<file path="src/pkg/cbtf_pkg.sv">
// Package for the CAN bit timing, fault confinement and interrupt block
package cbtf_pkg;
   localparam logic [3:0] REG_TIMING1 = 4'h0;
   localparam logic [3:0] REG_TIMING2 = 4'h1;
   localparam logic [3:0] REG_TIMING3 = 4'h2;
   localparam logic [3:0] REG_MODE = 4'h3;
   localparam logic [3:0] REG_RX_COUNT = 4'h4;
   localparam logic [3:0] REG_TX_COUNT = 4'h5;
   localparam logic [3:0] REG_COMM_STATUS = 4'h6;
   localparam logic [3:0] REG_IRQ_FLAG = 4'h7;
   localparam logic [3:0] REG_IRQ_ENABLE = 4'h8;
   localparam logic [3:0] REG_CTRL_STATUS = 4'h9;
   localparam logic [7:0] TIMING1_RESET = 8'h00;
   localparam logic [7:0] TIMING2_RESET = 8'h00;
   localparam logic [7:0] TIMING3_RESET = 8'h00;
   localparam logic [1:0] MODE_CONFIG = 2'h1;
   localparam logic [1:0] MODE_RESET = 2'h1;
   localparam int PRESC_POS = 0;
   localparam int JUMP_POS = 6;
   localparam int PROP_POS = 0;
   localparam int PH1_POS = 3;
   localparam int TRIPLE_POS = 6;
   localparam int PH2SRC_POS = 7;
   localparam int PH2_POS = 0;
   localparam logic [3:0] IPT_TQ = 4'h2;
   localparam logic [8:0] WARN_LIMIT = 9'h060;
   localparam logic [8:0] PASSIVE_LIMIT = 9'h080;
   localparam logic [8:0] BUSOFF_LIMIT = 9'h100;
   localparam logic [7:0] RECOVERY_COUNT = 8'h80;
   localparam logic [3:0] RECESSIVE_RUN = 4'hb;
   localparam logic [2:0] STUFF_LIMIT = 3'h6;
   localparam logic [8:0] TX_ERR_STEP = 9'h008;
   localparam logic [8:0] RX_ERR_STEP = 9'h001;
   localparam int IRQ_ERR = 0;
   localparam int IRQ_WAKE = 1;
   localparam int IRQ_TX0 = 2;
   localparam int IRQ_RX0 = 5;
   localparam int NUM_IRQ = 7;
   typedef enum logic [1:0] {
      CBTF_ERR_ACTIVE,
      CBTF_ERR_PASSIVE,
      CBTF_BUS_OFF
   } cbtf_fault_state_t;
   typedef enum logic [2:0] {
      CBTF_SEG_SYNC,
      CBTF_SEG_PROP,
      CBTF_SEG_PH1,
      CBTF_SEG_PH2
   } cbtf_seg_t;
   // Per-bit frame context supplied by the frame engine
   typedef struct packed {
      logic valid;
      logic transmitting;
      logic sent_bit;
      logic in_arbitration;
      logic in_ack_slot;
      logic in_fixed_form;
      logic in_stuff_region;
      logic crc_mismatch;
      logic rx_ok;
      logic tx_ok;
   } cbtf_bit_ctx_t;
   // Per-bit answer to the frame engine
   typedef struct packed {
      logic abort_retry;
      logic error_frame;
      logic error_dominant;
      logic bus_blocked;
   } cbtf_err_out_t;
endpackage

</file>
<file path="src/design/cbtf_core.sv">
// Bit timing, error detection, fault confinement and interrupt coding
//
// The address map and the strobed register port were left to the implementer.
`timescale 1ns/1ns
`default_nettype none
module cbtf_core (
   input wire logic clock_i,
   input wire logic sys_rst_i,
   input wire logic [3:0] reg_addr_i,
   input wire logic [7:0] reg_wdata_i,
   input wire logic reg_write_i,
   input wire logic reg_read_i,
   output logic [7:0] reg_rdata_o,
   input wire logic bus_receive_input,
   input wire cbtf_pkg::cbtf_bit_ctx_t bit_ctx_i,
   input wire logic [cbtf_pkg::NUM_IRQ-1:0] irq_event_i,
   output cbtf_pkg::cbtf_err_out_t err_o,
   output logic sample_strobe_o,
   output logic rx_bit_o,
   output logic [2:0] irq_source_code_o,
   output cbtf_pkg::cbtf_fault_state_t fault_state_o
);
   import cbtf_pkg::*;
   localparam int NUM_SRC = 7;

   logic [7:0] bit_timing_prescale_jump;
   logic [7:0] bit_timing_segments_sampling;
   logic [7:0] bit_timing_phase_two;
   logic [1:0] op_mode;
   logic [8:0] receive_fault_count;
   logic [8:0] transmit_fault_count;
   logic fault_warning_flag;
   logic [6:0] irq_flag_reg;
   logic [6:0] irq_enable_reg;
   logic [5:0] comm_status_reg;
   cbtf_fault_state_t fstate;
   logic [7:0] reg_rd_sel;

   // Decoded timing fields
   logic [5:0] quantum_prescale;
   logic [1:0] jump_width_sel;
   logic [2:0] propagation_len;
   logic [2:0] phase_one_len;
   logic triple_sample_sel;
   logic phase_two_source_sel;
   logic [2:0] phase_two_len;
   logic [3:0] prop_tq, ph1_tq, ph2_tq;

   assign quantum_prescale = bit_timing_prescale_jump[PRESC_POS +: 6];
   assign jump_width_sel = bit_timing_prescale_jump[JUMP_POS +: 2];
   assign propagation_len = bit_timing_segments_sampling[PROP_POS +: 3];
   assign phase_one_len = bit_timing_segments_sampling[PH1_POS +: 3];
   assign triple_sample_sel = bit_timing_segments_sampling[TRIPLE_POS];
   assign phase_two_source_sel = bit_timing_segments_sampling[PH2SRC_POS];
   assign phase_two_len = bit_timing_phase_two[PH2_POS +: 3];
   assign prop_tq = {1'b0, propagation_len} + 4'h1;
   assign ph1_tq = {1'b0, phase_one_len} + 4'h1;

   // Phase two field matters only when its source select is set
   always_comb begin
      if (phase_two_source_sel) begin
         ph2_tq = {1'b0, phase_two_len} + 4'h1;
      end else if (ph1_tq > IPT_TQ) begin
         ph2_tq = ph1_tq;
      end else begin
         ph2_tq = IPT_TQ;
      end
   end

   // Register writes; timing only in configuration mode
   always_ff @(posedge clock_i) begin
      if (sys_rst_i) begin
         bit_timing_prescale_jump <= TIMING1_RESET;
         bit_timing_segments_sampling <= TIMING2_RESET;
         bit_timing_phase_two <= TIMING3_RESET;
         op_mode <= MODE_RESET;
         irq_enable_reg <= 7'h00;
      end else if (reg_write_i) begin
         case (reg_addr_i)
            REG_TIMING1: if (op_mode == MODE_CONFIG) begin
               bit_timing_prescale_jump <= reg_wdata_i;
            end
            REG_TIMING2: if (op_mode == MODE_CONFIG) begin
               bit_timing_segments_sampling <= reg_wdata_i;
            end
            REG_TIMING3: if (op_mode == MODE_CONFIG) begin
               bit_timing_phase_two <= reg_wdata_i;
            end
            REG_MODE: op_mode <= reg_wdata_i[1:0];
            REG_IRQ_ENABLE: irq_enable_reg <= reg_wdata_i[6:0];
            default: ;
         endcase
      end
   end

   // Quantum: prescale of value+1, then fixed divide by two
   logic [6:0] presc_cnt;
   logic half_tick, tq_tick, half_phase;
   always_ff @(posedge clock_i) begin
      if (sys_rst_i) begin
         presc_cnt <= 7'h00;
         half_phase <= 1'b0;
      end else if (presc_cnt == {1'b0, quantum_prescale}) begin
         presc_cnt <= 7'h00;
         half_phase <= ~half_phase;
      end else begin
         presc_cnt <= presc_cnt + 7'h01;
      end
   end
   // One half-quantum per prescale wrap; a quantum is two halves
   assign half_tick = presc_cnt == {1'b0, quantum_prescale};
   assign tq_tick = half_tick & half_phase;

   // Bit segment counter; resync edge logic lives elsewhere, the
   // jump width is only decoded to a quanta count of value+1
   cbtf_seg_t seg;
   logic [3:0] seg_cnt;
   logic [2:0] jump_tq;
   assign jump_tq = {1'b0, jump_width_sel} + 3'h1;
   always_ff @(posedge clock_i) begin
      if (sys_rst_i) begin
         seg <= CBTF_SEG_SYNC;
         seg_cnt <= 4'h0;
      end else if (tq_tick) begin
         case (seg)
            CBTF_SEG_SYNC: begin
               seg <= CBTF_SEG_PROP;
               seg_cnt <= 4'h1;
            end
            CBTF_SEG_PROP: if (seg_cnt == prop_tq) begin
               seg <= CBTF_SEG_PH1;
               seg_cnt <= 4'h1;
            end else begin
               seg_cnt <= seg_cnt + 4'h1;
            end
            CBTF_SEG_PH1: if (seg_cnt == ph1_tq) begin
               seg <= CBTF_SEG_PH2;
               seg_cnt <= 4'h1;
            end else begin
               seg_cnt <= seg_cnt + 4'h1;
            end
            CBTF_SEG_PH2: if (seg_cnt == ph2_tq) begin
               seg <= CBTF_SEG_SYNC;
               seg_cnt <= 4'h0;
            end else begin
               seg_cnt <= seg_cnt + 4'h1;
            end
            default: seg <= CBTF_SEG_SYNC;
         endcase
      end
   end

   // Sample point is the quantum edge ending phase one
   logic sample_pt;
   assign sample_pt = tq_tick & (seg == CBTF_SEG_PH1) &
      (seg_cnt == ph1_tq);
   // Early samples: one and two half-quanta before the sample point.
   // Shifting on every half-quantum keeps the spacing right even when
   // phase one is one quantum and the first sample falls in prop.
   logic [1:0] early;
   always_ff @(posedge clock_i) begin
      if (sys_rst_i) begin
         early <= 2'h3;
      end else if (half_tick) begin
         early <= {early[0], bus_receive_input};
      end
   end
   logic maj, rx_now;
   assign maj = (early[0] & early[1]) | (early[0] & bus_receive_input) |
      (early[1] & bus_receive_input);
   assign rx_now = triple_sample_sel ? maj : bus_receive_input;
   always_ff @(posedge clock_i) begin
      if (sys_rst_i) begin
         sample_strobe_o <= 1'b0;
         rx_bit_o <= 1'b1;
      end else begin
         sample_strobe_o <= sample_pt;
         if (sample_pt) begin
            rx_bit_o <= rx_now;
         end
      end
   end

   // Error detection per received bit (1 = recessive)
   logic [2:0] run_len;
   logic run_val;
   logic e_crc, e_ack, e_form, e_bit, e_stuff, any_err;
   logic stuff_hit;
   assign stuff_hit = bit_ctx_i.in_stuff_region & (rx_now == run_val) &
      (run_len == STUFF_LIMIT - 3'h1);
   always_comb begin
      e_crc = bit_ctx_i.crc_mismatch;
      e_ack = bit_ctx_i.transmitting & bit_ctx_i.in_ack_slot & rx_now;
      e_form = bit_ctx_i.in_fixed_form & ~rx_now;
      e_bit = bit_ctx_i.transmitting & (bit_ctx_i.sent_bit != rx_now) &
         ~(bit_ctx_i.sent_bit & ~rx_now &
         (bit_ctx_i.in_arbitration | bit_ctx_i.in_ack_slot));
      e_stuff = stuff_hit;
      any_err = bit_ctx_i.valid & (fstate != CBTF_BUS_OFF) &
         (e_crc | e_ack | e_form | e_bit | e_stuff);
   end
   always_ff @(posedge clock_i) begin
      if (sys_rst_i) begin
         run_len <= 3'h0;
         run_val <= 1'b1;
      end else if (sample_pt & bit_ctx_i.valid) begin
         if (!bit_ctx_i.in_stuff_region || rx_now != run_val) begin
            run_len <= 3'h1;
            run_val <= rx_now;
         end else if (run_len != STUFF_LIMIT) begin
            run_len <= run_len + 3'h1;
         end
      end
   end

   // Fault confinement counters
   logic [3:0] rec_run;
   logic [7:0] rec_seq;
   always_ff @(posedge clock_i) begin
      if (sys_rst_i) begin
         receive_fault_count <= 9'h000;
         transmit_fault_count <= 9'h000;
         rec_run <= 4'h0;
         rec_seq <= 8'h00;
      end else if (sample_pt) begin
         if (fstate == CBTF_BUS_OFF) begin
            if (!rx_now) begin
               rec_run <= 4'h0;
            end else if (rec_run == RECESSIVE_RUN - 4'h1) begin
               rec_run <= 4'h0;
               if (rec_seq == RECOVERY_COUNT - 8'h01) begin
                  rec_seq <= 8'h00;
                  receive_fault_count <= 9'h000;
                  transmit_fault_count <= 9'h000;
               end else begin
                  rec_seq <= rec_seq + 8'h01;
               end
            end else begin
               rec_run <= rec_run + 4'h1;
            end
         end else if (any_err && bit_ctx_i.transmitting) begin
            transmit_fault_count <= transmit_fault_count + TX_ERR_STEP;
         end else if (any_err) begin
            if (receive_fault_count < BUSOFF_LIMIT - 9'h001) begin
               receive_fault_count <= receive_fault_count + RX_ERR_STEP;
            end
         end else if (bit_ctx_i.valid && bit_ctx_i.tx_ok &&
                      transmit_fault_count != 9'h000) begin
            transmit_fault_count <= transmit_fault_count - 9'h001;
         end else if (bit_ctx_i.valid && bit_ctx_i.rx_ok &&
                      receive_fault_count != 9'h000) begin
            receive_fault_count <= receive_fault_count - 9'h001;
         end
      end
   end

   // Fault state derives from the counters
   always_ff @(posedge clock_i) begin
      if (sys_rst_i) begin
         fstate <= CBTF_ERR_ACTIVE;
         fault_warning_flag <= 1'b0;
      end else begin
         if (transmit_fault_count >= BUSOFF_LIMIT) begin
            fstate <= CBTF_BUS_OFF;
         end else if (receive_fault_count >= PASSIVE_LIMIT ||
                      transmit_fault_count >= PASSIVE_LIMIT) begin
            fstate <= CBTF_ERR_PASSIVE;
         end else begin
            fstate <= CBTF_ERR_ACTIVE;
         end
         fault_warning_flag <= (receive_fault_count >= WARN_LIMIT) |
            (transmit_fault_count >= WARN_LIMIT);
      end
   end

   // Status bits: rx warn, tx warn, rx passive, tx passive, bus-off, warn
   logic [5:0] next_comm;
   assign next_comm = {fault_warning_flag, fstate == CBTF_BUS_OFF,
      transmit_fault_count >= PASSIVE_LIMIT,
      receive_fault_count >= PASSIVE_LIMIT,
      transmit_fault_count >= WARN_LIMIT,
      receive_fault_count >= WARN_LIMIT};
   always_ff @(posedge clock_i) begin
      if (sys_rst_i) begin
         comm_status_reg <= 6'h00;
      end else begin
         comm_status_reg <= next_comm;
      end
   end

   // Flags: hardware set wins over a software clear in the same cycle
   logic [6:0] flag_set;
   assign flag_set = {irq_event_i[6:1],
      irq_event_i[0] | (next_comm != comm_status_reg) | any_err};
   genvar gi;
   generate
      for (gi = 0; gi < NUM_SRC; gi++) begin : g_flag
         always_ff @(posedge clock_i) begin
            if (sys_rst_i) begin
               irq_flag_reg[gi] <= 1'b0;
            end else if (flag_set[gi]) begin
               irq_flag_reg[gi] <= 1'b1;
            end else if (reg_write_i && reg_addr_i == REG_IRQ_FLAG &&
                         !reg_wdata_i[gi]) begin
               irq_flag_reg[gi] <= 1'b0;
            end
         end
      end
   endgenerate

   // Lowest index wins; code is index plus one
   logic [6:0] pend;
   logic [2:0] next_code;
   assign pend = irq_flag_reg & irq_enable_reg;
   always_comb begin
      next_code = 3'h0;
      for (int i = NUM_SRC - 1; i >= 0; i--) begin
         if (pend[i]) begin
            next_code = 3'(i + 1);
         end
      end
   end

   always_ff @(posedge clock_i) begin
      if (sys_rst_i) begin
         irq_source_code_o <= 3'h0;
         fault_state_o <= CBTF_ERR_ACTIVE;
         err_o <= '0;
      end else begin
         irq_source_code_o <= next_code;
         fault_state_o <= fstate;
         err_o.abort_retry <= sample_pt & any_err;
         err_o.error_frame <= sample_pt & any_err;
         err_o.error_dominant <= fstate == CBTF_ERR_ACTIVE;
         err_o.bus_blocked <= fstate == CBTF_BUS_OFF;
      end
   end

   // Read mux; unmapped addresses read zero
   always_comb begin
      case (reg_addr_i)
         REG_TIMING1: reg_rd_sel = bit_timing_prescale_jump;
         REG_TIMING2: reg_rd_sel = bit_timing_segments_sampling;
         REG_TIMING3: reg_rd_sel = bit_timing_phase_two;
         REG_MODE: reg_rd_sel = {6'h00, op_mode};
         REG_RX_COUNT: reg_rd_sel = receive_fault_count[8] ? 8'hff :
            receive_fault_count[7:0];
         REG_TX_COUNT: reg_rd_sel = transmit_fault_count[8] ? 8'hff :
            transmit_fault_count[7:0];
         REG_COMM_STATUS: reg_rd_sel = {2'h0, comm_status_reg};
         REG_IRQ_FLAG: reg_rd_sel = {1'b0, irq_flag_reg};
         REG_IRQ_ENABLE: reg_rd_sel = {1'b0, irq_enable_reg};
         REG_CTRL_STATUS: reg_rd_sel = {2'h0, fstate, 1'b0,
            irq_source_code_o};
         default: reg_rd_sel = 8'h00;
      endcase
   end
   always_ff @(posedge clock_i) begin
      if (sys_rst_i) begin
         reg_rdata_o <= 8'h00;
      end else if (reg_read_i) begin
         reg_rdata_o <= reg_rd_sel;
      end else begin
         reg_rdata_o <= 8'h00;
      end
   end
endmodule
`default_nettype wire

</file>
<file path="config.mk">
export PLATFORM = sky130hd
export DESIGN_NAME = cbtf_core
export DESIGN_NICKNAME = d
export VERILOG_FILES = /design/src/pkg/cbtf_pkg.sv /design/src/design/cbtf_core.sv
export SDC_FILE = /design/constraint.sdc
export NUM_CORES = 1
export LEC_CHECK = 0
export BUFFER_PORTS_ARGS = -buffer_cell sky130_fd_sc_hd__buf_2
export CORE_UTILIZATION = 46
export CTS_CLUSTER_SIZE = 20
export DETAILED_ROUTE_END_ITERATION = 16
export HOLD_SLACK_MARGIN = 0.12
export PLACE_DENSITY_LB_ADDON = 0.3
export SYNTH_ARGS = -nofsm -noshare
export SYNTH_HDL_FRONTEND = slang
export SYNTH_SLANG_ARGS = --single-unit
</file>
<file path="constraint.sdc">
create_clock -name clock_i -period 8 [get_ports clock_i]
set_input_delay 2 -clock clock_i [delete_from_list [all_inputs] [get_ports clock_i]]
set_output_delay 2 -clock clock_i [all_outputs]
set_load 0.01 [all_outputs]
</file>
==> qor.txt <==
status - finished, final reports clean
M1 wire length - 7117 µm
HP Class - reg2reg
final setup margin - 2.859 ns
CTS tree - built
Setup WS pre-CTS - 2.460 ns
Cells after Synth - 761
Largest regs - receive_fault_count x9, transmit_fault_count x9
largest stage delay on the critical path - 0.46 ns
Worst-Margin Slew - 1.173 ns
min Tclk post-route - 5.141 ns
Final nets - 863
Clock Tree Root - clkbuf_16
Slew HR - 21.13%
postcts setup bufs - 0
GRT Overall Usage - 24.38%
clk_skew - 0.009689 ns
cell taking the most area after synthesis - dfxtp_1
max cap viols - 0
Synth top area share - 36.26%
H-tree Lvls - 4
layout cells sized above 1 - 14.53%
IO Count - 53
wire per inst - 16.87 µm
VDD IR max - 0.1617 mV
Die Wd - 120 µm
first-pass GRT wire length - 27570 µm
Seq cells post-synth - 116
Setup crit end kind - register
Post-Syn Nets - 824
CP Data Arrival Time - 5.48 ns
vias in the first global route - 5655
total gr overflow - 0
Final ANT Viol Nets - 0
Pwr per Cell Area - 208.1 mW/mm²
Initial Util - 47.80%
initial antenna violation count - 0
worst-skew pair later-pin latency - 0.42 ns
port bufs - 52
Hold-fix buffers, CTS - 0
P&R area growth vs syn - 14.40%
Final Max Slew Viols - 0
post-CTS sizing - 0
diode count - 0
WL met2 - 8084 µm
prevailing post-synth register cell - dfxtp_1
number of synthesized flops with an enable pin - 0
unrepaired setup endpoints after global routing - no
largest net degree at the start of global routing - 64
Setup CP Type - in2reg
DRC viols - 0
WL final - 16670 µm
setup TNS - 0 ns
final hold violation count - 0
worst-case reg-to-reg path depth - 18
top cells by area, synth - dfxtp_1 (36%), nor2_1 (5.6%), ha_1 (5.5%), mux2i_1 (5.3%), a21oi_1 (4.1%)
1st-iter DRT viols - 474
CORE AREA - 0.01340 mm²
leak pwr - 2.862 nW
Avg Cell Area, Syn - 8.416 µm²
top-count cell post-synth - dfxtp_1
slowest stage cell, crit path - or3b_2
Ys Warns - 0
Synth top cells by count - dfxtp_1 (116), nor2_1 (95), nand2_1 (59)
drt first pass iters - 5
Clock Pin Slew Worst Setup and Hold Paths - 0.05 ns
Max Used Layer - met4
Via density - 5.850
critical path launch point type - primary input
clock sinks - 116
synthesized area - 0.006405 mm²
Fmax - 0.1945 GHz
final period utilization - 64.26%
HPWL Detailed - 12230 µm
Die Height - 120 µm
vias - 5780
CP Max Fanout - 16
GP Congestion - 0.9122
Critical Path RT - 8.34 ns
Die ar. - 0.01440 mm²
Clock Path Buffers - 2
Synth cell types - 75
post-synthesis sequential area ratio - 36.26%
Num CTS Buffers - 17
Hold Crit Depth - 1
# rows - 42
routed wl met3 - 1105 µm
Setup Viol. Count Final - 0
critical-path cell list - buf_2, a21oi_1, nor2_2, inv_1, ha_1, inv_1, a31oi_1, o211a_1, a21o_2, inv_1, fa_1, nor2b_1, o21ai_0, nand2b_1, a31oi_1, a21oi_1, xor2_1, or3b_2, a31oi_1
Async SR Flop Fraction - 0%
-- final timing paths --
check,from,endpoint,slack (ns)
worst min register to register,fault_warning_flag,comm_status_reg[5],0.48
worst max-delay path,bus_receive_input,receive_fault_count[8],2.86
worst max register to register,bit_timing_segments_sampling[6],receive_fault_count[8],4.00
worst min-delay path,fault_warning_flag,comm_status_reg[5],0.48
-- area by class of cell --
| cell class | count | area (µm²) |
|---|---|---|
| Tap cell | 176 | 220.2 |
| Inverter | 28 | 105.1 |
| Clock inverter | 9 | 126.4 |
| Sequential cell | 116 | 2322 |
| Multi-Input combinational cell | 582 | 3786 |
| Clock buffer | 22 | 484.2 |
| Fill cell | 1209 | 6073 |
| Timing Repair Buffer | 55 | 282.8 |
-- placed cells by master, fill, tap and decap left out, types with 4 or more instances in the layout --
cell type and instances:
or3_1 9, inv_1 28, mux2i_1 34, xor2_1 22
a31oi_1 10, a22oi_1 10, nand4_1 8, nand3b_1 5
mux2_2 4, a21oi_1 52, and3_1 7, a21o_1 5
nand2_1 59, a211o_1 4, ha_1 28, a41oi_1 7
buf_2 52, clkbuf_8 4, xnor2_1 16, a221oi_1 4
nor2b_1 15, nand2b_1 13, nor4_1 5, nor2_1 95
dfxtp_1 116, o21ai_0 51, clkinv_2 4, nand3_1 28
nor3_1 28, clkbuf_16 17
-- critical path: cells and delay by family --
| family | cells | cell delay [ns] |
|---|---|---|
| XOR/XNOR | 1 | 0.11 |
| buffers and inverters | 4 | 0.39 |
| AO/OA/AOI/OAI | 8 | 1.35 |
| AND/OR/NAND/NOR | 4 | 0.94 |
| adder cells (fa/ha/maj) | 2 | 0.68 |
-- per-layer routing --
metal	GRT usage, %	vias up
li1	-	2790
met1	29.74	2776
met2	41.13	185
met3	5.941	29
met4	9.297	0
met5	0	-
-- cell families after synthesis --
| family | after synthesis | synth area share, % |
|---|---|---|
| xor+xnor | 39 | 5.567 |
| fa+ha+maj | 29 | 5.782 |
| simple gates | 302 | 24.20 |
| buf+inv | 63 | 4.630 |
| compound gates | 174 | 17.54 |
| flops | 116 | 36.26 |
| mux | 38 | 6.017 |
-- per-stage QoR --
step / cells / hold WS, ns / total power, W / util, % / instance area, µm²
floorplan: 761 / 0.4357 / 0.0007141 / - / 6405
global placement: 957 / 0.4492 / 0.0007446 / 50.12 / 6716
detailed placement: 957 / 0.4728 / 0.0007516 / 50.12 / 6716
CTS: 988 / 0.4819 / 0.001534 / 54.68 / 7327
global route: 988 / 0.4882 / 0.001577 / 54.68 / 7327
finish: 988 / 0.4773 / 0.001525 / 54.68 / 7327
-- where the power goes --
group          total (W)  switching (W)  internal (W)  leakage (nW)
clock           0.000783       0.000264      0.000518         0.302
combinational   0.000135      0.0000858     0.0000492          1.62
sequential      0.000607      0.0000163      0.000591         0.939
Power figures use the tool's default switching activity.
